--- src/rtl/onchip_memory_map.svh ---
// Purpose: constants for the on-chip memory map decoder
// Assumes: word addresses, 16-bit program page offset plus page bits
// Notes: definitions only
`ifndef ONCHIP_MEMORY_MAP_SVH
`define ONCHIP_MEMORY_MAP_SVH
`define ROM_BASE 16'hC000
`define ROM_WORDS 17'h04000
`define BOOT_VECTOR 23'h00FF80
`define TEST_LO 16'hFF00
`define TEST_HI 16'hFF7F
`define DUAL_LO 16'h0080
`define DUAL_HI 16'h1FFF
`define DUAL_BLOCK_BITS 11
`define SINGLE_LO 16'h2000
`define SINGLE_HI 16'h7FFF
`define PROG_RAM_LO 17'h18000
`define PROG_RAM_HI 17'h1FFFF
`define SINGLE_BLOCK_BITS 13
`define COMMON_HI 16'h7FFF
`define ROM_PAGE 7'h00
`define PROG_RAM_PAGE 7'h01
`endif

--- src/rtl/onchip_memory_pkg.sv ---
// Purpose: types for the on-chip memory map decoder
// Assumes: nothing
// Notes: region codes shared with the core side
package onchip_memory_pkg;
	typedef enum logic [2:0] {region_external, region_rom, region_dual, region_single} region_t;
	typedef struct packed {
		logic valid;
		logic [22:0] addr;
	} prog_req_t;
	typedef struct packed {
		logic valid;
		logic write;
		logic [15:0] addr;
	} data_req_t;
	typedef struct packed {
		region_t region;
		logic [2:0] block;
		logic [12:0] offset;
		logic external;
	} select_t;
endpackage : onchip_memory_pkg
--- src/rtl/onchip_memory_map_decoder.sv ---
// Purpose: steer program and data accesses to on-chip rom, dual and single access ram
// Assumes: core requests are on the core clock; boot_source_select is a pin
// Notes: selections are registered, so they appear one cycle after the request
`timescale 1ns/1ps
`include "onchip_memory_map.svh"
// Function
// - 16K-word rom, program space only
// - boot pin low: fetch from rom FF80h
// - dual ram: four 2K-word blocks
// - dual block: two reads or read+write
// - dual ram data 0080h-1FFFh; overlay adds program
// - single ram: seven 8K blocks, concurrent
// - single 2000h-7FFFh in program under overlay
// - program 18000h-1FFFFh in data when enabled
// - unmapped data address goes external
// - overlay: low 32K of every page maps page zero
module onchip_memory_map_decoder (
	input wire logic clock,
	input wire logic rst_b,
	input wire logic boot_source_select,
	input wire logic ram_overlay_enable,
	input wire logic program_ram_in_data_enable,
	input wire onchip_memory_pkg::prog_req_t prog_req,
	input wire onchip_memory_pkg::data_req_t data_req,
	output onchip_memory_pkg::select_t prog_sel,
	output onchip_memory_pkg::select_t data_sel,
	output logic rom_enabled,
	output logic [22:0] reset_fetch_addr,
	output logic single_conflict,
	output logic test_area_fetch
);
	////////////////////////////////////////////////////////////////
	// block numbers are 3 bits wide; slot 3 is never produced by the map
	localparam int SINGLE_SLOTS = 8;

	logic boot_meta_reg;
	logic boot_sync_reg;
	logic [15:0] prog_low;
	logic prog_page_zero;
	logic prog_page_one;
	logic prog_common;
	logic prog_dual_hit;
	logic prog_single_low_hit;
	logic prog_single_page_hit;
	logic prog_rom_hit;
	logic prog_test_hit;
	logic data_dual_hit;
	logic data_single_low_hit;
	logic data_single_page_hit;
	logic [SINGLE_SLOTS-1:0] prog_slot_use;
	logic [SINGLE_SLOTS-1:0] data_slot_use;
	logic conflict_next;
	logic test_fetch_next;
	onchip_memory_pkg::select_t prog_next;
	onchip_memory_pkg::select_t data_next;

	////////////////////////////////////////////////////////////////
	// strap passes two flops before use
	always_ff @(posedge clock) begin
		boot_meta_reg <= boot_source_select;
		boot_sync_reg <= boot_meta_reg;
	end

	// strap captured while reset is held, frozen after release
	// hold reset long enough for the strap to cross the synchroniser
	always_ff @(posedge clock) begin
		if (!rst_b) begin
			rom_enabled <= !boot_sync_reg;
		end
	end

	// the hardware reset vector cannot be moved, so it is a constant
	always_ff @(posedge clock) begin
		if (!rst_b) begin
			reset_fetch_addr <= `BOOT_VECTOR;
		end
	end

	////////////////////////////////////////////////////////////////
	// program side: rom only on page 0; overlay makes low 32K common to all pages
	always_comb begin
		prog_low = prog_req.addr[15:0];
		prog_page_zero = (prog_req.addr[22:16] == `ROM_PAGE);
		prog_page_one = (prog_req.addr[22:16] == `PROG_RAM_PAGE);
		prog_common = ram_overlay_enable && (prog_low <= `COMMON_HI);
		prog_dual_hit = prog_common && (prog_low >= `DUAL_LO) && (prog_low <= `DUAL_HI);
		prog_single_low_hit = prog_common && (prog_low >= `SINGLE_LO);
		prog_single_page_hit = prog_page_one && prog_low[15];
		prog_rom_hit = rom_enabled && prog_page_zero && (prog_low >= `ROM_BASE);
		prog_test_hit = (prog_low >= `TEST_LO) && (prog_low <= `TEST_HI);
	end

	// overlay wins over page one and rom; rom offset is not decoded further
	always_comb begin
		prog_next.region = onchip_memory_pkg::region_external;
		prog_next.block = 3'h0;
		prog_next.offset = 13'h0000;
		prog_next.external = prog_req.valid;
		if (prog_dual_hit) begin
			prog_next.region = onchip_memory_pkg::region_dual;
			prog_next.block = {1'h0, prog_low[12:11]};
			prog_next.offset = {2'h0, prog_low[10:0]};
			prog_next.external = 1'h0;
		end else if (prog_single_low_hit) begin
			prog_next.region = onchip_memory_pkg::region_single;
			prog_next.block = 3'(prog_low[15:13] - 3'h1);
			prog_next.offset = prog_low[12:0];
			prog_next.external = 1'h0;
		end else if (prog_single_page_hit) begin
			prog_next.region = onchip_memory_pkg::region_single;
			prog_next.block = 3'h4 + {1'h0, prog_low[14:13]};
			prog_next.offset = prog_low[12:0];
			prog_next.external = 1'h0;
		end else if (prog_rom_hit) begin
			prog_next.region = onchip_memory_pkg::region_rom;
			prog_next.block = 3'h0;
			prog_next.offset = 13'h0000;
			prog_next.external = 1'h0;
		end
	end

	////////////////////////////////////////////////////////////////
	// data side: rom never appears here
	always_comb begin
		data_dual_hit = (data_req.addr >= `DUAL_LO) && (data_req.addr <= `DUAL_HI);
		data_single_low_hit = (data_req.addr >= `SINGLE_LO) && (data_req.addr <= `SINGLE_HI);
		data_single_page_hit = program_ram_in_data_enable && data_req.addr[15];
	end

	always_comb begin
		data_next.region = onchip_memory_pkg::region_external;
		data_next.block = 3'h0;
		data_next.offset = 13'h0000;
		data_next.external = data_req.valid;
		if (data_dual_hit) begin
			data_next.region = onchip_memory_pkg::region_dual;
			data_next.block = {1'h0, data_req.addr[12:11]};
			data_next.offset = {2'h0, data_req.addr[10:0]};
			data_next.external = 1'h0;
		end else if (data_single_low_hit) begin
			data_next.region = onchip_memory_pkg::region_single;
			data_next.block = 3'(data_req.addr[15:13] - 3'h1);
			data_next.offset = data_req.addr[12:0];
			data_next.external = 1'h0;
		end else if (data_single_page_hit) begin
			data_next.region = onchip_memory_pkg::region_single;
			data_next.block = 3'h4 + {1'h0, data_req.addr[14:13]};
			data_next.offset = data_req.addr[12:0];
			data_next.external = 1'h0;
		end
	end

	////////////////////////////////////////////////////////////////
	// dual blocks take two accesses a cycle; single blocks only one
	for (genvar slot = 0; slot < SINGLE_SLOTS; slot++) begin : g_slot
		assign prog_slot_use[slot] = prog_req.valid && (prog_next.region == onchip_memory_pkg::region_single)
			&& (prog_next.block == 3'(slot));
		assign data_slot_use[slot] = data_req.valid && (data_next.region == onchip_memory_pkg::region_single)
			&& (data_next.block == 3'(slot));
	end

	// the flags only report; stalling the core is left to the pipeline
	always_comb begin
		conflict_next = |(prog_slot_use & data_slot_use);
		test_fetch_next = prog_req.valid && (prog_next.region == onchip_memory_pkg::region_rom) && prog_test_hit;
	end

	////////////////////////////////////////////////////////////////
	always_ff @(posedge clock) begin
		if (!rst_b) begin
			prog_sel.region <= onchip_memory_pkg::region_external;
			prog_sel.block <= 3'h0;
			prog_sel.offset <= 13'h0000;
			prog_sel.external <= 1'h0;
		end else begin
			prog_sel <= prog_next;
		end
	end

	always_ff @(posedge clock) begin
		if (!rst_b) begin
			data_sel.region <= onchip_memory_pkg::region_external;
			data_sel.block <= 3'h0;
			data_sel.offset <= 13'h0000;
			data_sel.external <= 1'h0;
		end else begin
			data_sel <= data_next;
		end
	end

	always_ff @(posedge clock) begin
		if (!rst_b) begin
			single_conflict <= 1'h0;
		end else begin
			single_conflict <= conflict_next;
		end
	end

	always_ff @(posedge clock) begin
		if (!rst_b) begin
			test_area_fetch <= 1'h0;
		end else begin
			test_area_fetch <= test_fetch_next;
		end
	end
endmodule : onchip_memory_map_decoder

--- config.mk ---
export PLATFORM = sky130hd
export DESIGN_NAME = onchip_memory_map_decoder
export DESIGN_NICKNAME = d
export VERILOG_FILES = /design/src/rtl/onchip_memory_pkg.sv /design/src/rtl/onchip_memory_map_decoder.sv
export VERILOG_INCLUDE_DIRS = /design/src /design/src/rtl
export SDC_FILE = /design/constraint.sdc
export NUM_CORES = 1
export LEC_CHECK = 0
export ABC_AREA = 1
export BUFFER_PORTS_ARGS = -buffer_cell sky130_fd_sc_hd__clkbuf_2
export CELL_PAD_IN_SITES_DETAIL_PLACEMENT = 1
export CELL_PAD_IN_SITES_GLOBAL_PLACEMENT = 2
export CORE_MARGIN = 2
export CORE_UTILIZATION = 23
export CTS_BUF_LIST = sky130_fd_sc_hd__clkbuf_4 sky130_fd_sc_hd__clkbuf_8
export DETAILED_ROUTE_END_ITERATION = 16
export GPL_TIMING_DRIVEN = 0
export MAX_ROUTING_LAYER = met4
export PLACE_DENSITY = 0.8
export SKIP_CTS_REPAIR_TIMING = 1
export SYNTH_ARGS = -nofsm -noshare
export SYNTH_HDL_FRONTEND = slang
export SYNTH_SLANG_ARGS = --single-unit
--- constraint.sdc ---
create_clock -name clock -period 1.48 [get_ports clock]
set_input_delay 0.296 -clock clock [delete_from_list [all_inputs] [get_ports clock]]
set_output_delay 0.296 -clock clock [all_outputs]
set_load 0.01 [all_outputs]
==> impl_metrics.env, run 1 <==
export IMPL_grt_usage_pct=11.5
export IMPL_ys_types=21
export IMPL_fp_dieH_um=96.9
export IMPL_slew_violations=0
export IMPL_synth_fa_ha_area_share_pct=3.15
export IMPL_root_buffer="clkbuf_8"
export IMPL_finalCritPeriodShare_pct=91.5
export IMPL_clk_path_buf_depth=2
export IMPL_pwr_share_comb_pct=17.8
export IMPL_ys_warnings_count=0
export IMPL_path_max_fanout=10
export IMPL_outcome="completed"
export IMPL_hold_path_depth=1
export IMPL_switching_share_pct=27.0
export IMPL_cts_made_buffers=5
export IMPL_fp_dieArea_um2=9390
export IMPL_die_x_um=96.9
export IMPL_grt_overflow=0
export IMPL_p_leak_uw=0.00159
export IMPL_r2r_cells=4
export IMPL_rows=33
export IMPL_antenna_cells=0
export IMPL_max_stage_delay_ns=0.17
export IMPL_seq_area_frac_synth_pct=43.9
export IMPL_maxCapViolations=0
export IMPL_first_iter_violations=17
export IMPL_dpl_hpwl_um=4430
export IMPL_p_switching_uw=652
export IMPL_path_class="in2reg"
export IMPL_end_kind="register"
export IMPL_synth_cells=271
export IMPL_via_per_inst=3.78
export IMPL_path_common_cell="nand2_2"
export IMPL_muxShareOfSynthArea_pct=0
export IMPL_worst_clock_skew_ns=0.00156
export IMPL_top_regs="data_sel (19), prog_sel (19)"
export IMPL_yosys_area_share_simple_pct=29.9
export IMPL_grt_antenna_before_repair=0
export IMPL_cp_depth=14
export IMPL_p_int_uw=1760
export IMPL_post_place_ws_ns=-0.278
export IMPL_layout_drive_gt1_share_pct=38.5
export IMPL_hold_path_class="in2reg"
export IMPL_wirelength_um=5150
export IMPL_final_hold_violation_count=0
export IMPL_stdcell_area_um2=2730
export IMPL_fillers=1098
export IMPL_fin_util_pct=32.9
export IMPL_grt_pass1_wl_um=8560
export IMPL_synth_compound_area_share_pct=1.20
export IMPL_firstDrtPassIters=4
export IMPL_vias=1859
export IMPL_fin_ws_ns=0.126
export IMPL_start_kind="primary input"
export IMPL_synth_avg_cell_area_um2=7.32
export IMPL_cts_htree_levels=2
export IMPL_placed_area_um2=2630
export IMPL_holdWs_ns=0.101
export IMPL_synth_top_family_by_area="simple AND/OR/NAND/NOR gates"
export IMPL_grt_start_max_net_pins=13
export IMPL_ys_seq_elements=43
export IMPL_pwr_share_seq_pct=50.8
export IMPL_path_clk_slew_ns=0.08
export IMPL_pwr_density_cell_nw_per_um2=883
export IMPL_clk_latency_ns=0.29
export IMPL_first_global_vias=1928
export IMPL_cp_required_ns=1.68
export IMPL_place_congestion=0.746
export IMPL_syn_area_um2=1980
export IMPL_fmax_ghz=0.738
export IMPL_syn_to_final_growth_pct=37.8
export IMPL_final_cell_mix="clkbuf_2 (85), inv_1 (51), nor2_1 (49), dfxtp_1 (42), nand2_1 (37)"
export IMPL_arrival_ns=1.55
export IMPL_route_detailed_drc=0
export IMPL_ant_nets=0
export IMPL_clock_power_share_pct=31.4
export IMPL_routedWlPerCell_um=10.5
export IMPL_crit_family="simple AND/OR/NAND/NOR gates"
export IMPL_cts_sinks=43
export IMPL_setup_viol=0
export IMPL_crit_buf_inv=5
export IMPL_finish_net_count=439
export IMPL_io_buffers=85
export IMPL_cts_tree="done"
export IMPL_pin_count=113
export IMPL_synth_xor_area_share_pct=0
export IMPL_layout_min_cycle_time_ns=1.35
export IMPL_fp_coreArea_um2=8300
export IMPL_peakVddDrop_mv=0.289
export IMPL_final_common_cell="clkbuf_2"
export IMPL_initial_core_util_pct=23.9
export IMPL_crit_chain="clkbuf_2 > inv_2 > ha_1 > nand3_1 > nor2_1 > nand2_1 > nand2_2 > nand2_2 > nand2_2 > inv_2 > nand2_2 > nand2_2 > buf_8 > inv_1"
export IMPL_cp_slowest_cell="ha_1"
[final timing paths]
kind | startpoint | to | slack [ns]
worst max-delay path | prog_req[14] | prog_sel[18] | 0.13
worst min-delay path | boot_source_select | boot_meta_reg | 0.10
worst max register to register | rom_enabled | test_area_fetch | 0.56
worst min register to register | boot_meta_reg | boot_sync_reg | 0.33
[power groups by stage]
stage               combinational [uW]  sequential (uW)  clock [uW]
floorplan                          234             1280           0
detailed placement                 428             1250           0
CTS                                430             1230         789
global placement                   421             1250           0
global route                       486             1230         836
finish                             430             1230         759
[kinds of logic (layout without fill, tap and decap cells)]
logic type | count (synthesis) | count (layout)
compound gates | 4 | 4
flops | 43 | 43
other cells | 2 | 25
buf+inv | 84 | 177
fa+ha+maj | 5 | 5
simple gates | 133 | 133
[worst register-to-register path, stage by stage (launching register included)]
cell      delay, ns
edfxtp_1       0.34
nand3_1        0.11
o21ai_2        0.17
nand2_1        0.09
nor3_1         0.13
[layer usage]
metal	GRT usage, %	vias to the layer above	wire (um)
li1	-	972	-
met1	12.5	817	2140
met2	20.6	64	2640
met3	2.67	6	292
met4	3.90	0	80
met5	-	-	0
[final cells by class]
cell class	count	area (um2)	share of cell area [%]
multi-input combinational	167	782	28.6
tap	105	131	4.81
sequential	43	871	31.9
timing repair buffer	86	433	15.8
inverter	56	210	7.69
clock inverter	1	5.00	0.183
buffer	28	219	8.01
clock buffer	6	82.6	3.02
[synthesized netlist by cell type]
cell / n / area share (%)
conb_1: 2 / 0.38
o21ai_0: 1 / 0.25
a21oi_1: 1 / 0.25
nor4_1: 4 / 1.3
buf_6: 2 / 1.1
nand3_1: 13 / 3.3
buf_2: 1 / 0.25
buf_4: 25 / 9.5
inv_2: 3 / 0.57
nand3b_1: 3 / 1.1
o21ai_1: 1 / 0.25
dfxtp_1: 42 / 42
nand2_2: 9 / 2.8
ha_1: 5 / 3.2
nor2_1: 50 / 9.5
inv_1: 53 / 10
o21ai_2: 1 / 0.44
nor3_1: 6 / 1.5
nor2_2: 11 / 3.5
nand2_1: 37 / 7.0
edfxtp_1: 1 / 1.5
[per-stage QoR]
| stage | power, uW | TNS [ns] | instances |
|---|---|---|---|
| after floorplan | 1510 | 0 | 294 |
| after global placement | 1670 | -3.38 | 484 |
| after detailed placement | 1680 | -4.83 | 484 |
| after CTS | 2440 | 0 | 491 |
| after global routing | 2550 | -0.00183 | 492 |
| final | 2410 | 0 | 492 |
(Power assumes the default switching activity.)
==> run 2, diff against run 1 <==
CORE_UTILIZATION = 25   (was 23)
PLACE_DENSITY = 0.86   (was 0.8)
clock period = 1.75 ns   (was 1.48 ns; I/O delays follow)
==> impl_metrics.env, run 2 (same netlist as run 1, synthesis figures left out) <==
export IMPL_rsz0062_at_grt="false"
export IMPL_die_x_um=93.1
export IMPL_cts_tree="done"
export IMPL_fp_dieH_um=93.1
export IMPL_antenna_cells=0
export IMPL_p_leak_uw=0.00158
export IMPL_initial_core_util_pct=25.7
export IMPL_via_per_inst=3.82
export IMPL_fin_ws_ns=0.316
export IMPL_cts_made_buffers=5
export IMPL_slew_violations=0
export IMPL_post_place_ws_ns=-0.0172
export IMPL_syn_to_final_growth_pct=36.6
export IMPL_maxCapViolations=0
export IMPL_first_global_vias=1869
export IMPL_finish_net_count=438
export IMPL_grt_pass1_wl_um=8250
export IMPL_path_clk_slew_ns=0.08
export IMPL_routedWlPerCell_um=10.3
export IMPL_placed_area_um2=2620
export IMPL_p_switching_uw=564
export IMPL_final_common_cell="clkbuf_2"
export IMPL_top_regs="data_sel (19), prog_sel (19)"
export IMPL_io_buffers=85
export IMPL_peakVddDrop_mv=0.222
export IMPL_outcome="completed"
export IMPL_start_kind="primary input"
export IMPL_stdcell_area_um2=2710
export IMPL_pin_count=113
export IMPL_arrival_ns=1.67
export IMPL_fp_dieArea_um2=8670
export IMPL_root_buffer="clkbuf_8"
export IMPL_ant_nets=0
export IMPL_vias=1867
export IMPL_first_iter_violations=26
export IMPL_path_class="in2reg"
export IMPL_end_kind="register"
export IMPL_pwr_share_seq_pct=51.3
export IMPL_layout_drive_gt1_share_pct=37.5
export IMPL_grt_overflow=0
export IMPL_cts_sinks=43
export IMPL_route_detailed_drc=0
export IMPL_setup_viol=0
export IMPL_cts_htree_levels=2
export IMPL_fp_coreArea_um2=7730
export IMPL_firstDrtPassIters=4
export IMPL_grt_start_max_net_pins=15
export IMPL_clk_latency_ns=0.29
export IMPL_r2r_setup_slack_ns=0.83
export IMPL_pwr_density_cell_nw_per_um2=745
export IMPL_switching_share_pct=27.9
export IMPL_final_hold_violation_count=0
export IMPL_finalCritPeriodShare_pct=82.0
export IMPL_hold_path_class="in2reg"
export IMPL_path_max_fanout=5
export IMPL_grt_antenna_before_repair=0
export IMPL_clock_power_share_pct=31.0
export IMPL_pwr_share_comb_pct=17.7
export IMPL_dpl_hpwl_um=4410
export IMPL_clk_path_buf_depth=2
export IMPL_p_int_uw=1460
export IMPL_grt_usage_pct=12.2
export IMPL_worst_clock_skew_ns=0.00292
export IMPL_final_cell_mix="clkbuf_2 (85), inv_1 (53), nor2_1 (50), dfxtp_1 (42), nand2_1 (37)"
export IMPL_cp_required_ns=1.98
export IMPL_wirelength_um=5030
export IMPL_rows=32
export IMPL_layout_min_cycle_time_ns=1.43
export IMPL_fin_util_pct=35.1
export IMPL_fmax_ghz=0.697
export IMPL_power_uw=2020
export IMPL_place_congestion=0.741
-- run 2: layer usage --
layer	global-route usage (%)	part of all wire, %	up-vias
met3	2.90	7.0	5
met2	22.6	53	62
met1	12.9	39	827
met4	3.68	1.2	0
li1	-	-	973
met5	-	0	-
-- run 2: power by group through the flow --
stage | Sequential [uW] | Clock [uW] | Combinational [uW]
after CTS | 1040 | 650 | 363
after global placement | 1060 | 0 | 354
after global routing | 1040 | 695 | 407
final | 1040 | 626 | 358
after detailed placement | 1060 | 0 | 361
after floorplan | 1080 | 0 | 198
-- run 2: final cells by class --
class / count / area, um2
fill: 1039 / 5020
clock buffer: 5 / 68.8
clock inverter: 3 / 18.8
tap: 102 / 128
timing repair buffer: 85 / 425
multi-input combinational: 167 / 774
buffer: 28 / 215
sequential: 43 / 871
inverter: 56 / 210
-- run 2: final timing paths --
kind / startpoint / depth (start not counted) / to
setup reg to reg: rom_enabled / 4 / test_area_fetch
setup / recovery: prog_req[14] / 13 / single_conflict
hold reg to reg: boot_meta_reg / 0 / boot_sync_reg
hold / removal: boot_source_select / 1 / boot_meta_reg
-- run 2: worst max-delay path: stages --
cell,delay [ns]
clkbuf_2,0.12
inv_1,0.11
ha_1,0.16
nand3_1,0.08
nor2_1,0.10
nand2_1,0.07
nand2_2,0.08
nand2_2,0.06
nand2_2,0.07
inv_2,0.07
nor3_1,0.21
nand3_1,0.10
nor2_1,0.08
-- run 2: per-stage QoR --
step,TNS [ns],hold WS (ns),cells
6_report,0,0.155,489
5_1_grt,0,0.152,489
4_1_cts,0,0.147,489
3_5_place_dp,-0.0337,0.318,481
3_3_place_gp,0,0.311,481
2_1_floorplan,0,0.310,294
==> run 3, diff against run 2 <==
ABC_AREA = 0   (was 1)
CORE_UTILIZATION = 22   (was 25)
PLACE_DENSITY = 0.76   (was 0.86)
clock period = 1.25 ns   (was 1.75 ns; I/O delays follow)
==> impl_metrics.env, run 3 <==
export IMPL_cp_required_ns=1.43
export IMPL_r2r_setup_slack_ns=0.32
export IMPL_fin_util_pct=37.9
export IMPL_path_max_fanout=2
export IMPL_synth_largest_area_cell="dfxtp_1"
export IMPL_finalCritPeriodShare_pct=158
export IMPL_fp_dieH_um=96.2
export IMPL_r2r_end="prog_sel[0]"
export IMPL_synth_avg_cell_area_um2=9.74
export IMPL_wirelength_um=5530
export IMPL_yosys_top_cells_count="dfxtp_1 (42), and2_1 (28), buf_4 (25)"
export IMPL_fp_dieArea_um2=9260
export IMPL_worst_clock_skew_ns=0.00244
export IMPL_antenna_cells=0
export IMPL_syn_to_final_growth_pct=66.3
export IMPL_firstDrtPassIters=4
export IMPL_fmax_ghz=0.506
export IMPL_synthTopCellsByArea="dfxtp_1 (45%), buf_4 (10%), and2_1 (9.4%)"
export IMPL_path_class="in2reg"
export IMPL_top_regs="data_sel (19), prog_sel (19)"
export IMPL_start_kind="primary input"
export IMPL_post_synth_top_count_cell="dfxtp_1"
export IMPL_outcome="complete, but fails checks"
export IMPL_ys_seq_elements=43
export IMPL_slew_violations=0
export IMPL_pin_count=113
export IMPL_cts_sinks=43
export IMPL_whs_endpoint="boot_meta_reg"
export IMPL_grt_start_max_net_pins=13
export IMPL_setup_viol=40
export IMPL_cts_made_buffers=5
export IMPL_ant_nets=0
export IMPL_initial_core_util_pct=22.8
export IMPL_clk_latency_ns=0.28
export IMPL_grt_usage_pct=11.2
export IMPL_ys_types=42
export IMPL_arrival_ns=2.16
export IMPL_top_usage_layer="met2"
export IMPL_violations="negative setup slack"
export IMPL_r2r_cells=4
export IMPL_yosysTopAreaCellShare_pct=44.9
export IMPL_final_hold_violation_count=0
export IMPL_setup_tns_ns=-15.59
export IMPL_holdWs_ns=0.0649
export IMPL_hold_path_class="in2reg"
export IMPL_path_clk_slew_ns=0.08
export IMPL_cts_tree="done"
export IMPL_root_buffer="clkbuf_8"
export IMPL_first_global_vias=1635
export IMPL_synthArstFlopShare_pct=0
export IMPL_fin_ws_ns=-0.727
export IMPL_synthFlopType="dfxtp_1"
export IMPL_maxCapViolations=0
export IMPL_worst_pin_slew_ns=0.875
export IMPL_seq_area_frac_synth_pct=46.6
export IMPL_placed_area_um2=2650
export IMPL_route_detailed_drc=0
export IMPL_grt_antenna_before_repair=0
export IMPL_synth_edff_count=1
export IMPL_rr_startpoint="rom_enabled"
export IMPL_post_place_ws_ns=-1.33
export IMPL_cts_htree_levels=2
export IMPL_hold_path_depth=1
export IMPL_met2_usage_pct=18.6
export IMPL_fp_coreArea_um2=8220
export IMPL_layout_drive_gt1_share_pct=55.9
export IMPL_regArea_um2=871
export IMPL_die_x_um=96.2
export IMPL_layout_min_cycle_time_ns=1.98
export IMPL_grt_pass1_wl_um=7780
export IMPL_synth_cells=192
export IMPL_use_met3_pct=2.66
export IMPL_pwr_density_cell_nw_per_um2=996
export IMPL_rows=33
export IMPL_syn_area_um2=1870
export IMPL_relSlewSlack_pct=41.2
export IMPL_rsz0062_at_grt="true"
export IMPL_final_cell_mix="clkbuf_2 (80), dfxtp_1 (42), buf_4 (36), and2_1 (25), conb_1 (25)"
export IMPL_ys_warnings_count=0
export IMPL_clk_path_buf_depth=2
export IMPL_routedWlPerCell_um=12.9
export IMPL_p_leak_uw=0.00149
export IMPL_grtUsageMet1_pct=13.5
export IMPL_grt_overflow=0
export IMPL_end_kind="register"
export IMPL_io_buffers=85
export IMPL_fillers=973
export IMPL_dpl_hpwl_um=4340
export IMPL_finish_net_count=376
export IMPL_min_from="boot_source_select"
export IMPL_via_per_inst=4.05
export IMPL_multi_input_area_um2=1120
export IMPL_first_iter_violations=24
export IMPL_stdcell_area_um2=3110
export IMPL_place_congestion=0.769
export IMPL_final_common_cell="clkbuf_2"
export IMPL_peakVddDrop_mv=0.409
export IMPL_vias=1737
-- run 3: cell count changes after synthesis, moves of 3 or more --
cell and change:
inv_1 -43, nand3_1 -10, nand4_1 +4, a21oi_1 +5, and2_1 +28, nor2_2 -11, nor2_1 -42, a21o_1 +3
nand2_2 -9, nand2_1 -29, nand3b_1 -3, inv_2 -3
-- run 3: layout make-up --
type	instances	share of cell area (%)
Inverter	10	1.73
Multi-Input combinational cell	134	36.1
Sequential cell	43	28.0
Timing Repair Buffer	102	19.6
Clock buffer	6	2.45
Tap cell	105	4.22
Buffer	28	6.88
Clock inverter	1	0.965
-- run 3: report_power, final --
group / switching, uW / leakage, uW / internal (uW)
registers: 15.8 / 0.000355 / 1430
clock network: 446 / 0.0000547 / 608
logic: 311 / 0.00108 / 284
-- run 3: logic make-up after synthesis --
family / after synthesis / share of synthesized area (%)
buf+inv: 38 / 12.7
simple gates: 80 / 27.2
xor+xnor: 2 / 0.937
mux: 1 / 0.535
compound gates: 21 / 8.29
flops: 43 / 46.6
fa+ha+maj: 5 / 3.34
other cells: 2 / 0.401
-- run 3: worst max path at each step --
stage	from	end	slack, ns
after floorplan	data_req[14]	single_conflict	-0.82
after global placement	data_req[14]	single_conflict	-1.31
after detailed placement	data_req[14]	single_conflict	-1.33
after CTS	data_req[14]	single_conflict	-1.02
after global routing	data_req[8]	single_conflict	-0.76
final	data_req[8]	single_conflict	-0.73
-- run 3: per-stage QoR --
step | power (uW) | cells
floorplan | 1760 | 215
global placement | 1970 | 405
detailed placement | 1970 | 405
CTS | 3030 | 412
global route | 3250 | 429
finish | 3100 | 429
-- run 3: metal layers --
metal  routed length [um]  up-vias  share of wire, %
met2                 2890       63                52
met3                  338        2               6.1
met5                    0        -                 0
li1                     -      876                 -
met1                 2270      796                41
met4                   32        0              0.58
-- run 3: critical path, stage by stage --
cell       delay (ns)
clkbuf_2         0.09
or4_4            0.56
nor4_4           0.36
buf_4            0.19
nor2b_4          0.04
or3_4            0.39
a2111oi_4        0.29
